--- config.mk ---
export PLATFORM = sky130hd
export DESIGN_NAME = tpg_gpio
export DESIGN_NICKNAME = d
export VERILOG_FILES = /design/src/verilog/tpg_pkg.sv /design/src/verilog/tpg_gpio.sv
export SDC_FILE = /design/constraint.sdc
export NUM_CORES = 1
export LEC_CHECK = 0
export BUFFER_PORTS_ARGS = -buffer_cell sky130_fd_sc_hd__clkbuf_2
export CORE_MARGIN = 1
export CORE_UTILIZATION = 51
export CTS_CLUSTER_DIAMETER = 100
export DETAILED_ROUTE_END_ITERATION = 12
export PLACE_DENSITY_LB_ADDON = 0.08
export RECOVER_POWER = 100
export SETUP_SLACK_MARGIN = 0.3
export SLEW_MARGIN = 20
export SYNTH_ARGS = -nofsm -noshare
export SYNTH_HDL_FRONTEND = slang
export SYNTH_SLANG_ARGS = --single-unit
export TNS_END_PERCENT = 20
--- constraint.sdc ---
create_clock -name clk_sys -period 1.92 [get_ports clk_sys]
set_input_delay 0.096 -clock clk_sys [delete_from_list [all_inputs] [get_ports clk_sys]]
set_output_delay 0.096 -clock clk_sys [all_outputs]
set_load 0.05 [all_outputs]
--- src/verilog/tpg_pkg.sv ---
// Shared constants and carriers of the three-port GPIO block
`default_nettype none

package tpg_pkg;

  // ****************************************
  // Pin layout
  // ****************************************
  localparam int NPIN = 18;            // 8 + 6 + 4 pins, flat index
  localparam logic [1:0] PORT0 = 2'h0;
  localparam logic [1:0] PORT1 = 2'h1;
  localparam logic [1:0] PORT2 = 2'h2;

  // ****************************************
  // Register addresses on the SFR bus
  // ****************************************
  localparam logic [7:0] P0_DATA   = 8'h80;
  localparam logic [7:0] P1_DATA   = 8'h88;
  localparam logic [7:0] P2_DATA   = 8'h90;
  localparam logic [7:0] P0_DIR    = 8'h91;
  localparam logic [7:0] P0_OD     = 8'h92;
  localparam logic [7:0] P0_PU     = 8'h93;
  localparam logic [7:0] P0_FSEL_L = 8'h94;
  localparam logic [7:0] P0_FSEL_H = 8'h95;
  localparam logic [7:0] P0_DBEN   = 8'h96;
  localparam logic [7:0] P1_DIR    = 8'h99;
  localparam logic [7:0] P1_OD     = 8'h9A;
  localparam logic [7:0] P1_PU     = 8'h9B;
  localparam logic [7:0] P1_FSEL_L = 8'h9C;
  localparam logic [7:0] P1_FSEL_H = 8'h9D;
  localparam logic [7:0] P12_DBEN  = 8'h9E;
  localparam logic [7:0] P2_DIR    = 8'hA1;
  localparam logic [7:0] P2_OD     = 8'hD2;
  localparam logic [7:0] P2_PU     = 8'hD3;
  localparam logic [7:0] P2_FSEL   = 8'hD4;

  // ****************************************
  // Reset values and fields
  // ****************************************
  localparam logic [7:0]  REG_RST   = 8'h00;
  localparam logic [17:0] VEC_RST   = 18'h00000;
  localparam logic [17:0] DB_MASK   = 18'h0D2C3; // Filter-capable pins
  localparam int          DBCLK_LSB = 4;         // Clock select in P0_DBEN
  localparam logic [1:0]  FILT_LAST = 2'h2;      // Third differing sample
  localparam logic [5:0]  DIV_RST   = 6'h00;

  // Debounce sampling clock choices
  typedef enum logic [1:0] {
    DIV1,
    DIV4,
    DIV16,
    DIV64
  } tpg_dbclk_e;

  // SFR bus request
  typedef struct packed {
    logic [7:0] addr;
    logic [7:0] wdata;
    logic       we;
    logic       re;
  } tpg_sfr_s;

  // Pad drive bundle, one bit per pin
  typedef struct packed {
    logic [17:0] out;
    logic [17:0] oe;
    logic [17:0] pu;
  } tpg_pad_s;

endpackage : tpg_pkg

`default_nettype wire

--- src/verilog/tpg_gpio.sv ---
// Three-port GPIO block: SFR registers, pad control, debounce, events
//
// Behaviour
// - Three ports of 8, 6 and 4 pins, each pin set up alone.
// - Direction bit 0 makes the pin input, 1 makes it output.
// - An output pin drives the value written to its data bit.
// - Reading data returns the pin level for input pins.
// - Direction resets to input except pins chosen as reset outputs.
// - Pull-up bit 1 enables the pin pull-up, 0 disables it.
// - Reset clears every pull-up bit.
// - Open-drain bit 0 gives push-pull, 1 gives open-drain output.
// - Output type resets push-pull except pins chosen as open-drain.
// - Filter exists only on P0 0,1,6,7, P1 1,4, P2 0,1.
// - Sampling clock is system clock divided by 1, 4, 16 or 64.
// - A new level counts only after three equal consecutive samples.
// - Filter is bypassed in stop mode and resumes on release.
// - Reset clears all function select registers to normal I/O.
// - Pins of all ports flag pin state changes for interrupts.
// - Port 0 interrupt functions work only on input pins.
// - Port 1 interrupts, event counts, slave select need input pins.
// - Port 2 interrupt and event count work only on input pins.
`default_nettype none

module tpg_gpio #(
  parameter logic [17:0] DIR_RST = tpg_pkg::VEC_RST, // Pins reset as outputs
  parameter logic [17:0] OD_RST  = tpg_pkg::VEC_RST  // Pins reset open-drain
) (
  input  wire logic             clk_sys,
  input  wire logic             rst,
  input  wire tpg_pkg::tpg_sfr_s sfr,
  output var  logic [7:0]       sfrRdata,
  input  wire logic             stopMode,
  input  wire logic [17:0]      padIn,
  input  wire logic [17:0]      altOut,
  input  wire logic [17:0]      altOe,
  output var  tpg_pkg::tpg_pad_s pad,
  output var  logic [17:0]      altActive,
  output var  logic [17:0]      pinLevel,
  output var  logic [17:0]      pinChange
);

  // ****************************************
  // Helper functions
  // ****************************************

  // Replace one port's slice of a flat pin vector
  function automatic logic [17:0] setPort(input logic [17:0] v,
                                          input logic [1:0]  p,
                                          input logic [7:0]  w);
    logic [17:0] r;
    r = v;
    case (p)
      tpg_pkg::PORT0: r[7:0] = w;
      tpg_pkg::PORT1: r[13:8] = w[5:0];
      default:        r[17:14] = w[3:0];
    endcase
    return r;
  endfunction : setPort

  // Read one port's slice, unused upper bits as zero
  function automatic logic [7:0] getPort(input logic [17:0] v,
                                         input logic [1:0]  p);
    logic [7:0] r;
    r = tpg_pkg::REG_RST;
    case (p)
      tpg_pkg::PORT0: r = v[7:0];
      tpg_pkg::PORT1: r[5:0] = v[13:8];
      default:        r[3:0] = v[17:14];
    endcase
    return r;
  endfunction : getPort

  // Sampling tick: low bits of the free divider all ones
  function automatic logic divTick(input logic [5:0] c,
                                   input tpg_pkg::tpg_dbclk_e s);
    logic t;
    case (s)
      tpg_pkg::DIV1:  t = 1'b1;
      tpg_pkg::DIV4:  t = &c[1:0];
      tpg_pkg::DIV16: t = &c[3:0];
      default:        t = &c;
    endcase
    return t;
  endfunction : divTick

  // ****************************************
  // Register state
  // ****************************************
  logic [17:0]         data;
  logic [17:0]         dir;
  logic [17:0]         od;
  logic [17:0]         pu;
  logic [17:0]         dbEn;
  tpg_pkg::tpg_dbclk_e dbClkSel;
  logic [7:0]          fsel0L;
  logic [7:0]          fsel0H;
  logic [7:0]          fsel1L;
  logic [7:0]          fsel1H;
  logic [7:0]          fsel2;
  logic [5:0]          divCnt;
  logic                tick;
  logic [17:0]         dbStable;
  logic [1:0]          dbCnt [tpg_pkg::NPIN];
  logic [17:0]         lvl;
  logic [17:0]         prevLvl;
  logic [17:0]         altSel;
  logic [17:0]         portView;
  logic [39:0]         fselCat;
  logic                wr;

  assign wr = sfr.we;

  // Data latches; the written value is kept even for input pins
  always_ff @(posedge clk_sys) begin
    if (rst) begin
      data <= tpg_pkg::VEC_RST;
    end else if (wr) begin
      case (sfr.addr)
        tpg_pkg::P0_DATA: data <= setPort(data, tpg_pkg::PORT0, sfr.wdata);
        tpg_pkg::P1_DATA: data <= setPort(data, tpg_pkg::PORT1, sfr.wdata);
        tpg_pkg::P2_DATA: data <= setPort(data, tpg_pkg::PORT2, sfr.wdata);
        default: ;
      endcase
    end
  end

  // Direction bits, per-pin reset values from the parameter
  always_ff @(posedge clk_sys) begin
    if (rst) begin
      dir <= DIR_RST;
    end else if (wr) begin
      case (sfr.addr)
        tpg_pkg::P0_DIR: dir <= setPort(dir, tpg_pkg::PORT0, sfr.wdata);
        tpg_pkg::P1_DIR: dir <= setPort(dir, tpg_pkg::PORT1, sfr.wdata);
        tpg_pkg::P2_DIR: dir <= setPort(dir, tpg_pkg::PORT2, sfr.wdata);
        default: ;
      endcase
    end
  end

  // Open-drain select bits
  always_ff @(posedge clk_sys) begin
    if (rst) begin
      od <= OD_RST;
    end else if (wr) begin
      case (sfr.addr)
        tpg_pkg::P0_OD: od <= setPort(od, tpg_pkg::PORT0, sfr.wdata);
        tpg_pkg::P1_OD: od <= setPort(od, tpg_pkg::PORT1, sfr.wdata);
        tpg_pkg::P2_OD: od <= setPort(od, tpg_pkg::PORT2, sfr.wdata);
        default: ;
      endcase
    end
  end

  // Pull-up select bits, all off after reset
  always_ff @(posedge clk_sys) begin
    if (rst) begin
      pu <= tpg_pkg::VEC_RST;
    end else if (wr) begin
      case (sfr.addr)
        tpg_pkg::P0_PU: pu <= setPort(pu, tpg_pkg::PORT0, sfr.wdata);
        tpg_pkg::P1_PU: pu <= setPort(pu, tpg_pkg::PORT1, sfr.wdata);
        tpg_pkg::P2_PU: pu <= setPort(pu, tpg_pkg::PORT2, sfr.wdata);
        default: ;
      endcase
    end
  end

  // Debounce enables; bits of pins without a filter never stick
  always_ff @(posedge clk_sys) begin
    if (rst) begin
      dbEn     <= tpg_pkg::VEC_RST;
      dbClkSel <= tpg_pkg::DIV1;
    end else if (wr && sfr.addr == tpg_pkg::P0_DBEN) begin
      dbEn[7:0] <= sfr.wdata & tpg_pkg::DB_MASK[7:0];
      dbClkSel  <= tpg_pkg::tpg_dbclk_e'(sfr.wdata[tpg_pkg::DBCLK_LSB +: 2]);
    end else if (wr && sfr.addr == tpg_pkg::P12_DBEN) begin
      dbEn[15:8] <= sfr.wdata & tpg_pkg::DB_MASK[15:8];
    end
  end

  // Function selects, cleared so every pin starts as plain I/O
  always_ff @(posedge clk_sys) begin
    if (rst) begin
      fsel0L <= tpg_pkg::REG_RST;
      fsel0H <= tpg_pkg::REG_RST;
      fsel1L <= tpg_pkg::REG_RST;
      fsel1H <= tpg_pkg::REG_RST;
      fsel2  <= tpg_pkg::REG_RST;
    end else if (wr) begin
      case (sfr.addr)
        tpg_pkg::P0_FSEL_L: fsel0L <= sfr.wdata;
        tpg_pkg::P0_FSEL_H: fsel0H <= sfr.wdata;
        tpg_pkg::P1_FSEL_L: fsel1L <= sfr.wdata;
        tpg_pkg::P1_FSEL_H: fsel1H <= sfr.wdata;
        tpg_pkg::P2_FSEL:   fsel2  <= sfr.wdata;
        default: ;
      endcase
    end
  end

  // ****************************************
  // Function select decode
  // ****************************************

  // Two bits per pin; any non-zero field hands the pad to a peripheral
  assign fselCat = {fsel2, fsel1H, fsel1L, fsel0H, fsel0L};
  always_comb begin
    for (int i = 0; i < 8; i++) begin
      altSel[i] = |fselCat[2 * i +: 2];
    end
    for (int i = 0; i < 6; i++) begin
      altSel[8 + i] = |fselCat[16 + 2 * i +: 2];
    end
    for (int i = 0; i < 4; i++) begin
      altSel[14 + i] = |fselCat[32 + 2 * i +: 2];
    end
  end

  // ****************************************
  // Debounce filter
  // ****************************************

  // Free-running divider; one shared tick paces every filter
  always_ff @(posedge clk_sys) begin
    if (rst) begin
      divCnt <= tpg_pkg::DIV_RST;
    end else begin
      divCnt <= divCnt + 6'h01;
    end
  end
  assign tick = divTick(divCnt, dbClkSel);

  // Accept a new level on the third differing sample in a row; a pulse
  // shorter than three ticks is dropped, which the board must respect
  always_ff @(posedge clk_sys) begin
    for (int i = 0; i < tpg_pkg::NPIN; i++) begin
      if (rst) begin
        dbStable[i] <= 1'b0;
        dbCnt[i]    <= 2'h0;
      end else if (stopMode || !tpg_pkg::DB_MASK[i]) begin
        dbStable[i] <= padIn[i];
        dbCnt[i]    <= 2'h0;
      end else if (tick) begin
        if (padIn[i] == dbStable[i]) begin
          dbCnt[i] <= 2'h0;
        end else if (dbCnt[i] == tpg_pkg::FILT_LAST) begin
          dbStable[i] <= padIn[i];
          dbCnt[i]    <= 2'h0;
        end else begin
          dbCnt[i] <= dbCnt[i] + 2'h1;
        end
      end
    end
  end

  // Filtered level where enabled, raw pin elsewhere and in stop mode
  assign lvl = (dbEn & tpg_pkg::DB_MASK & {18{!stopMode}} & dbStable) |
               (~(dbEn & tpg_pkg::DB_MASK & {18{!stopMode}}) & padIn);

  // ****************************************
  // Pads and peripheral side
  // ****************************************

  // Open-drain outputs only pull low, so a 1 releases the pad
  always_ff @(posedge clk_sys) begin
    if (rst) begin
      pad       <= '0;
      altActive <= tpg_pkg::VEC_RST;
    end else begin
      pad.out   <= (altSel & altOut) | (~altSel & data & ~od);
      pad.oe    <= (altSel & altOe) |
                   (~altSel & dir & ~(od & data));
      pad.pu    <= pu;
      altActive <= altSel;
    end
  end

  // Level and change flags reach peripherals only from input pins
  always_ff @(posedge clk_sys) begin
    if (rst) begin
      prevLvl   <= tpg_pkg::VEC_RST;
      pinLevel  <= tpg_pkg::VEC_RST;
      pinChange <= tpg_pkg::VEC_RST;
    end else begin
      prevLvl   <= lvl;
      pinLevel  <= lvl & ~dir;
      pinChange <= (lvl ^ prevLvl) & ~dir;
    end
  end

  // ****************************************
  // SFR read port
  // ****************************************

  // Output pins read back their latch, input pins their level
  assign portView = (dir & data) | (~dir & lvl);

  // Registered read; unmapped addresses answer zero
  always_ff @(posedge clk_sys) begin
    if (rst) begin
      sfrRdata <= tpg_pkg::REG_RST;
    end else if (sfr.re) begin
      case (sfr.addr)
        tpg_pkg::P0_DATA:   sfrRdata <= getPort(portView, tpg_pkg::PORT0);
        tpg_pkg::P1_DATA:   sfrRdata <= getPort(portView, tpg_pkg::PORT1);
        tpg_pkg::P2_DATA:   sfrRdata <= getPort(portView, tpg_pkg::PORT2);
        tpg_pkg::P0_DIR:    sfrRdata <= getPort(dir, tpg_pkg::PORT0);
        tpg_pkg::P1_DIR:    sfrRdata <= getPort(dir, tpg_pkg::PORT1);
        tpg_pkg::P2_DIR:    sfrRdata <= getPort(dir, tpg_pkg::PORT2);
        tpg_pkg::P0_OD:     sfrRdata <= getPort(od, tpg_pkg::PORT0);
        tpg_pkg::P1_OD:     sfrRdata <= getPort(od, tpg_pkg::PORT1);
        tpg_pkg::P2_OD:     sfrRdata <= getPort(od, tpg_pkg::PORT2);
        tpg_pkg::P0_PU:     sfrRdata <= getPort(pu, tpg_pkg::PORT0);
        tpg_pkg::P1_PU:     sfrRdata <= getPort(pu, tpg_pkg::PORT1);
        tpg_pkg::P2_PU:     sfrRdata <= getPort(pu, tpg_pkg::PORT2);
        tpg_pkg::P0_FSEL_L: sfrRdata <= fsel0L;
        tpg_pkg::P0_FSEL_H: sfrRdata <= fsel0H;
        tpg_pkg::P1_FSEL_L: sfrRdata <= fsel1L;
        tpg_pkg::P1_FSEL_H: sfrRdata <= fsel1H;
        tpg_pkg::P2_FSEL:   sfrRdata <= fsel2;
        tpg_pkg::P0_DBEN:   sfrRdata <= {dbEn[7:6], dbClkSel, dbEn[3:0]};
        tpg_pkg::P12_DBEN:  sfrRdata <= dbEn[15:8];
        default:            sfrRdata <= tpg_pkg::REG_RST;
      endcase
    end
  end
endmodule : tpg_gpio

`default_nettype wire

[Word-level counts from Yosys, hierarchy flattened]
Memory sizes are Yosys's and may differ from the RTL's.
Index checks and enable logic that the tools add are counted.
Storage, ports and cells
  bits in registers: 280
  bits in latches: 0
  RAM bits: 36
  bits in read-only memories: 0
  bits of input ports: 75
  output and inout port bits: 116
  logic and storage cells: 453
  memories kept: 1
Memories
  dbCnt: words 18, width 2, rd ports 8, clocked after memory_dff 0, wr ports 18, line tpg_gpio.sv:103  | logic [1:0] dbCnt [tpg_pkg::NPIN];
Operators by class
  $add $sub $neg: 9
  multiply operators: 0
  divide/modulo/power cells: 0
  magnitude comparators: 0
  eq/ne operators: 45
  shift operators: 0
  multiplexer cells: 222
  bitwise logic cells: 78
  reduce and logical (&&, ||, !) cells: 60
Operator list (number)
  bitwise AND 18 bit: 12
  one-hot mux 18 bit (3 select lines): 4
  two-way mux 1 bit: 174
  == test 8 bit, second input constant: 19
  one-hot mux 8 bit (19 select lines): 1
  NOT 18 bit: 5
  two-way mux 2 bit: 42
  OR 18 bit: 4
  AND reduction 4 bit: 13
  OR 1 bit: 42
  OR reduction 2 bit: 18
  AND reduction 3 bit: 8
  bitwise AND 16 x 18 -> 18 bit: 1
  == test 2 bit, second input constant: 9
  nonzero test 2 bit: 9
  bitwise XOR 18 bit: 1
  adder 2 x 1 -> 2 bit, second input constant: 8
  inequality test 2 bit, second input constant: 8
  AND reduction 2 bit: 7
  NOT 1 bit: 13
  == test 1 bit: 8
  adder 6 x 1 -> 6 bit, second input constant: 1
  AND reduction 6 bit: 1
  one-hot mux 1 bit (3 select lines): 1
  4 further kinds: 5

[Longest topological paths before layout]
An unclocked memory read counts as a cell.
  depth in word-level cells: 10
  depth in mapped cells: 9
  gate-level depth less buffers: 6

[Worst setup path after synthesis]
OpenSTA, ideal clock, no wires.
  kind: flip-flop to flip-flop
  from: register divCnt[0]
  to: memory dbCnt[0][0] (data pin)
  library setup time: 0.139 ns
  arrival: 1.677 ns
  data required time: 1.781 ns
  setup slack: 0.104 ns
  cell stages (with the launch flop): 7
  path buffers: 0
  clock period less this slack: 1.816 ns
  cells stage by stage: dfxtp_1 > ha_1 > nand3_1 > a22oi_1 > nand2_1 > or3_1 > nor2_1
RTL lines
  from (decl): line tpg_gpio.sv:100  | logic [5:0] divCnt;
  from (signal assigned): line tpg_gpio.sv:227  | divCnt <= tpg_pkg::DIV_RST;
  from (signal assigned): line tpg_gpio.sv:229  | divCnt <= divCnt + 6'h01;
  to (decl): line tpg_gpio.sv:103

[Worst setup path in the final report]
  from: register dbClkSel[1]
  to: register dbStable[15]
On the way
  word-level cells in the longest chain between the ends: 4
Ends and longest elaborated chain
  from (decl): line tpg_gpio.sv:94  | tpg_pkg::tpg_dbclk_e dbClkSel;
  from (signal assigned): line tpg_gpio.sv:173  | dbClkSel <= tpg_pkg::DIV1;
  from (signal assigned): line tpg_gpio.sv:176  | dbClkSel <= tpg_pkg::tpg_dbclk_e'(sfr.wdata[tpg_pkg::DBCLK_LSB +: 2]);
  == test 2 bit (tied with other cells): line tpg_gpio.sv:77  | case (s)
  one-hot mux 1 bit (3 select lines) *: line tpg_gpio.sv:77
  nonzero test 2 bit (no line) *
  AND reduction 3 bit (no line) *
  to (signal, indexed assignment): line tpg_gpio.sv:242  | dbStable[i] <= padIn[i];
  to (signal, indexed assignment): line tpg_gpio.sv:248  | dbStable[i] <= padIn[i];
  to (decl): line tpg_gpio.sv:102  | logic [17:0] dbStable;
Every way passes the cells marked *; elsewhere a longest branch is shown, timed or not.
A chain may end at the register's enable or synchronous reset.

==> results list <==
* DRT antenna net count: 0
- Share of post-route cells with drive strength above 1: 0.180
- Prevailing post-synth register cell: dfxtp_1
- Count of state elements after synthesis: 286
- At the end of the flow, the number of nets in the layout was 1675.
- The average instance in the mapped netlist occupies 9.18 µm².
- The die covers 0.0235 mm².
- Dpl ws: 0.0332 ns
- Of the post-synthesis cell area, the dominant cell type holds 0.463.
- The root buffer cell chosen for the clock tree is clkbuf_16.
- Peak clock frequency supported by timing: 0.570 GHz
- Maximum clock skew at final layout: 0.0142 ns
- Commonest non-fill, non-tap cells in the layout: dfxtp_1, nor2_1, nand2_1
* Routed wirelength normalized by instance count: 20.8 µm
- Worst rel slew slack: 0.259
* DRC marker count from the first detailed-route iteration: 914
- Result of the run: completed
- Clock-pin slew was measured on the worst setup and hold paths at 0.06 ns.
* Routed wire length: 39300 µm
* Final setup viols: 0
- Of the total synthesized cell area, the portion taken by full adders, half adders and majority gates is 0.00965.
- Dividing the final minimum period by the clock period gives 0.913.
- Of the total power, the share spent switching nets is 0.238.
- Number of global-route vias before repair: 10.0k
- In this run, synthesis inferred 16 flip-flops with an integrated enable.
- Largest net degree at the start of global routing: 155
- Clock tree from TritonCTS: yes
- Synth-to-Final Area Change: 29.7%
* Crit path launch type: flip-flop
- At the pin with the least slew margin, the transition time is 1.11 ns.
- Row generation in the floorplan step produced 54 rows.
- Flop pwr share: 0.462
- The HPWL after detailed placement is 27400 µm.
- For the worst-skew pair, the clock arrives at the later sink with an insertion delay of 0.56 ns.
* Number of antenna diodes: 0
* Syn nets: 1356
- Synthesis produced 1272 cells.
- Compound-Gate Fraction of Synth Area: 0.120
- Number of buffers created by CTS: 29
- The setup path with the least slack is of type reg2reg.
* Die span in y: 153 µm
- Along the worst path, the maximum fanout reaches 16.
* Final worst slack: 0.167 ns
- Synth async-reset ratio: 0
- Initial antenna violation count: 0
* Peak per-stage delay on the critical path: 0.34 ns
- Parity-gate share of the synthesized area counting xor and xnor cells: 0.0225
- STA puts the critical path data required time at 2.32 ns.
* Max-slew violations: 0
- The final hold violation count is 0.
* Max VDD drop: 869 µV
* Yosys top cell by area: dfxtp_1
- The synthesized netlist occupies a cell area of 0.0117 mm².
- 191 I/O pins were placed.
- The analysis attributes to net switching a power of 0.00317 W.
- Aggregate global routing overflow: 0
* Initial standard-cell utilization of the core: 0.527
* Cell types occupying the most area after synthesis: dfxtp_1, mux2i_1, nor2_1, a21oi_1, nand2_1
* DRC violations left: 0
* Synth unique cells: 70
- The first global-routing pass estimated 59100 µm of wire.
- After synthesis, the largest family of logic cells by area is simple AND/OR/NAND/NOR gates.
* Critical-path cell list: a21bo_1, nand2_2, a22oi_2, buf_6, clkbuf_2, a21oi_1, mux2i_1, nor2_1
* Power density normalized to cell area: 878 mW/mm²
- The detailed router placed 10.7k vias in this run.
- Fraction of synthesized area in multiplexers: 0.102
* Global-route total usage across every layer: 0.329
* Fill cell total of the finished layout: 1848
- Counting both buffers and inverters, the worst setup path holds a total of 2.
* Category of cells accounting for the largest share of critical-path delay: compound AO/OA/AOI/OAI gates
- The tool flagged a number of max-cap violations equal to 0.
* Most frequent standard cell in the layout excluding fill and tap cells: dfxtp_1
- The longest clock path from root to sink contains 3 buffers.
* Port-buffer cells: 190
* Proportion of synthesized chip area in sequential cells: 0.504
* Worst setup EP type: flip-flop
* Placer congestion estimate: 0.945
* Number of clock sinks: 286
- Setup repair after global routing could not meet its margin everywhere.
- Synthesis Warnings: 0
* Number of detailed-routing iterations run before antenna repair: 6
- Crit-path slowest cell: dfxtp_1
- The worst hold path belongs to the class in2reg.
- Area of the core: 0.0222 mm²
- Time the final worst path needs with I/O delays and setup: 1.75 ns
- DIE WIDTH: 153 µm
* Post-DR vias/cell: 5.65
* Basic-gate share of the synthesized area counting and, or, nand and nor cells: 0.210
* Internal: 0.0101 W
- The analysis attributes to cell leakage a power of 5.75 nW.
- The share of total power dissipated in the clock network is 0.456.
- Data arrives at the worst endpoint at 2.16 ns.
- For the final routed database, the setup TNS stands at 0 ns.
- The share of total power dissipated in combinational logic is 0.082.
- # H-tree levels: 1
## flip-flops by register name, indices dropped and copies added (netlist names), 16 cells and up
signal,count
altActive,18
data,18
dbCnt,16
dir,18
od,18
pad,54
pinChange,18
pinLevel,18
prevLvl,18
pu,18
## cells by family (layout without fill, tap and decap cells)
kind of cell | Yosys count | in the layout
AND/OR/NAND/NOR | 511 | 511
buffers and inverters | 90 | 432
AO/OA/AOI/OAI | 230 | 230
XOR/XNOR | 30 | 30
flip-flops | 286 | 286
adder cells (fa/ha/maj) | 9 | 9
multiplexers | 116 | 116
## Yosys cell counts, types with 8 or more instances
cell and number:
edfxtp_1 16, mux2_2 14, inv_1 14, nand2b_1 20, nand2_1 136, o21ai_0 61
xor2_1 10, ha_1 9, nor3b_1 8, nor2_1 159, a21oi_1 104, nor3_1 35
nand3b_1 18, or3_1 10, nor2b_1 35, nand3_1 62, clkbuf_1 56, mux2i_1 101
xnor2_1 20, dfxtp_1 270, buf_2 11
## what timing repair did
item                                   CTS  global route
setup endpoints to repair               44            47
buffers inserted                         2             2
endpoints found under the hold margin   77             0
cloned                                   0             0
pin swaps                                4            10
hold buffers                            55             0
gates resized for setup                  9            24
## final timing paths
path / startpoint / end / slack, ns / cells past startpoint
hold reg to reg: pu[5] / pu[5] / 0.47 / 2
hold / removal: sfr[8] / dbEn[14] / 0.08 / 3
setup / recovery: dbClkSel[1] / dbStable[15] / 0.17 / 8
setup reg to reg: dbClkSel[1] / dbStable[15] / 0.17 / 8
## area by class of cell
class / count / area (µm²) / share of cell area
inverter: 16 / 60.1 / 0.00397
tap: 280 / 350 / 0.0231
clock inverter: 16 / 223 / 0.0147
sequential: 286 / 5900 / 0.390
clock buffer: 38 / 810 / 0.0535
timing repair buffer: 362 / 2290 / 0.151
multi-input combinational: 896 / 5510 / 0.364
## metrics by stage
step                      hold slack (ns)  area, µm²  total power, W  cells  utilization
after CTS                          0.0668      15300          0.0133   1892        0.690
after detailed placement            0.343      13700         0.00726   1781        0.617
after global routing               0.0894      15100          0.0137   1894        0.683
after floorplan                     0.224      11700         0.00686   1272            -
final                              0.0756      15100          0.0133   1894        0.683
after global placement              0.345      13700         0.00726   1781        0.617
## power by group through the flow
stage | Sequential [W] | Combinational (W) | Clock [W]
floorplan | 0.00645 | 0.000408 | 0
global placement | 0.00627 | 0.000989 | 0
detailed placement | 0.00627 | 0.000990 | 0
CTS | 0.00614 | 0.00109 | 0.00611
global route | 0.00615 | 0.00115 | 0.00636
finish | 0.00614 | 0.00109 | 0.00606
## worst min-delay path, cell delays in order
cell	delay, ns
clkbuf_2	0.30
nand2_1	0.13
a21oi_1	0.05
## routing by layer
metal | up-vias | GRT usage | share of wire
li1 | 5082 | - | -
met1 | 5081 | 0.455 | 0.45
met2 | 474 | 0.527 | 0.45
met3 | 72 | 0.0587 | 0.077
met4 | 0 | 0.0885 | 0.023
met5 | - | 0 | 0
Note: power is estimated with default switching activity, not from simulation.
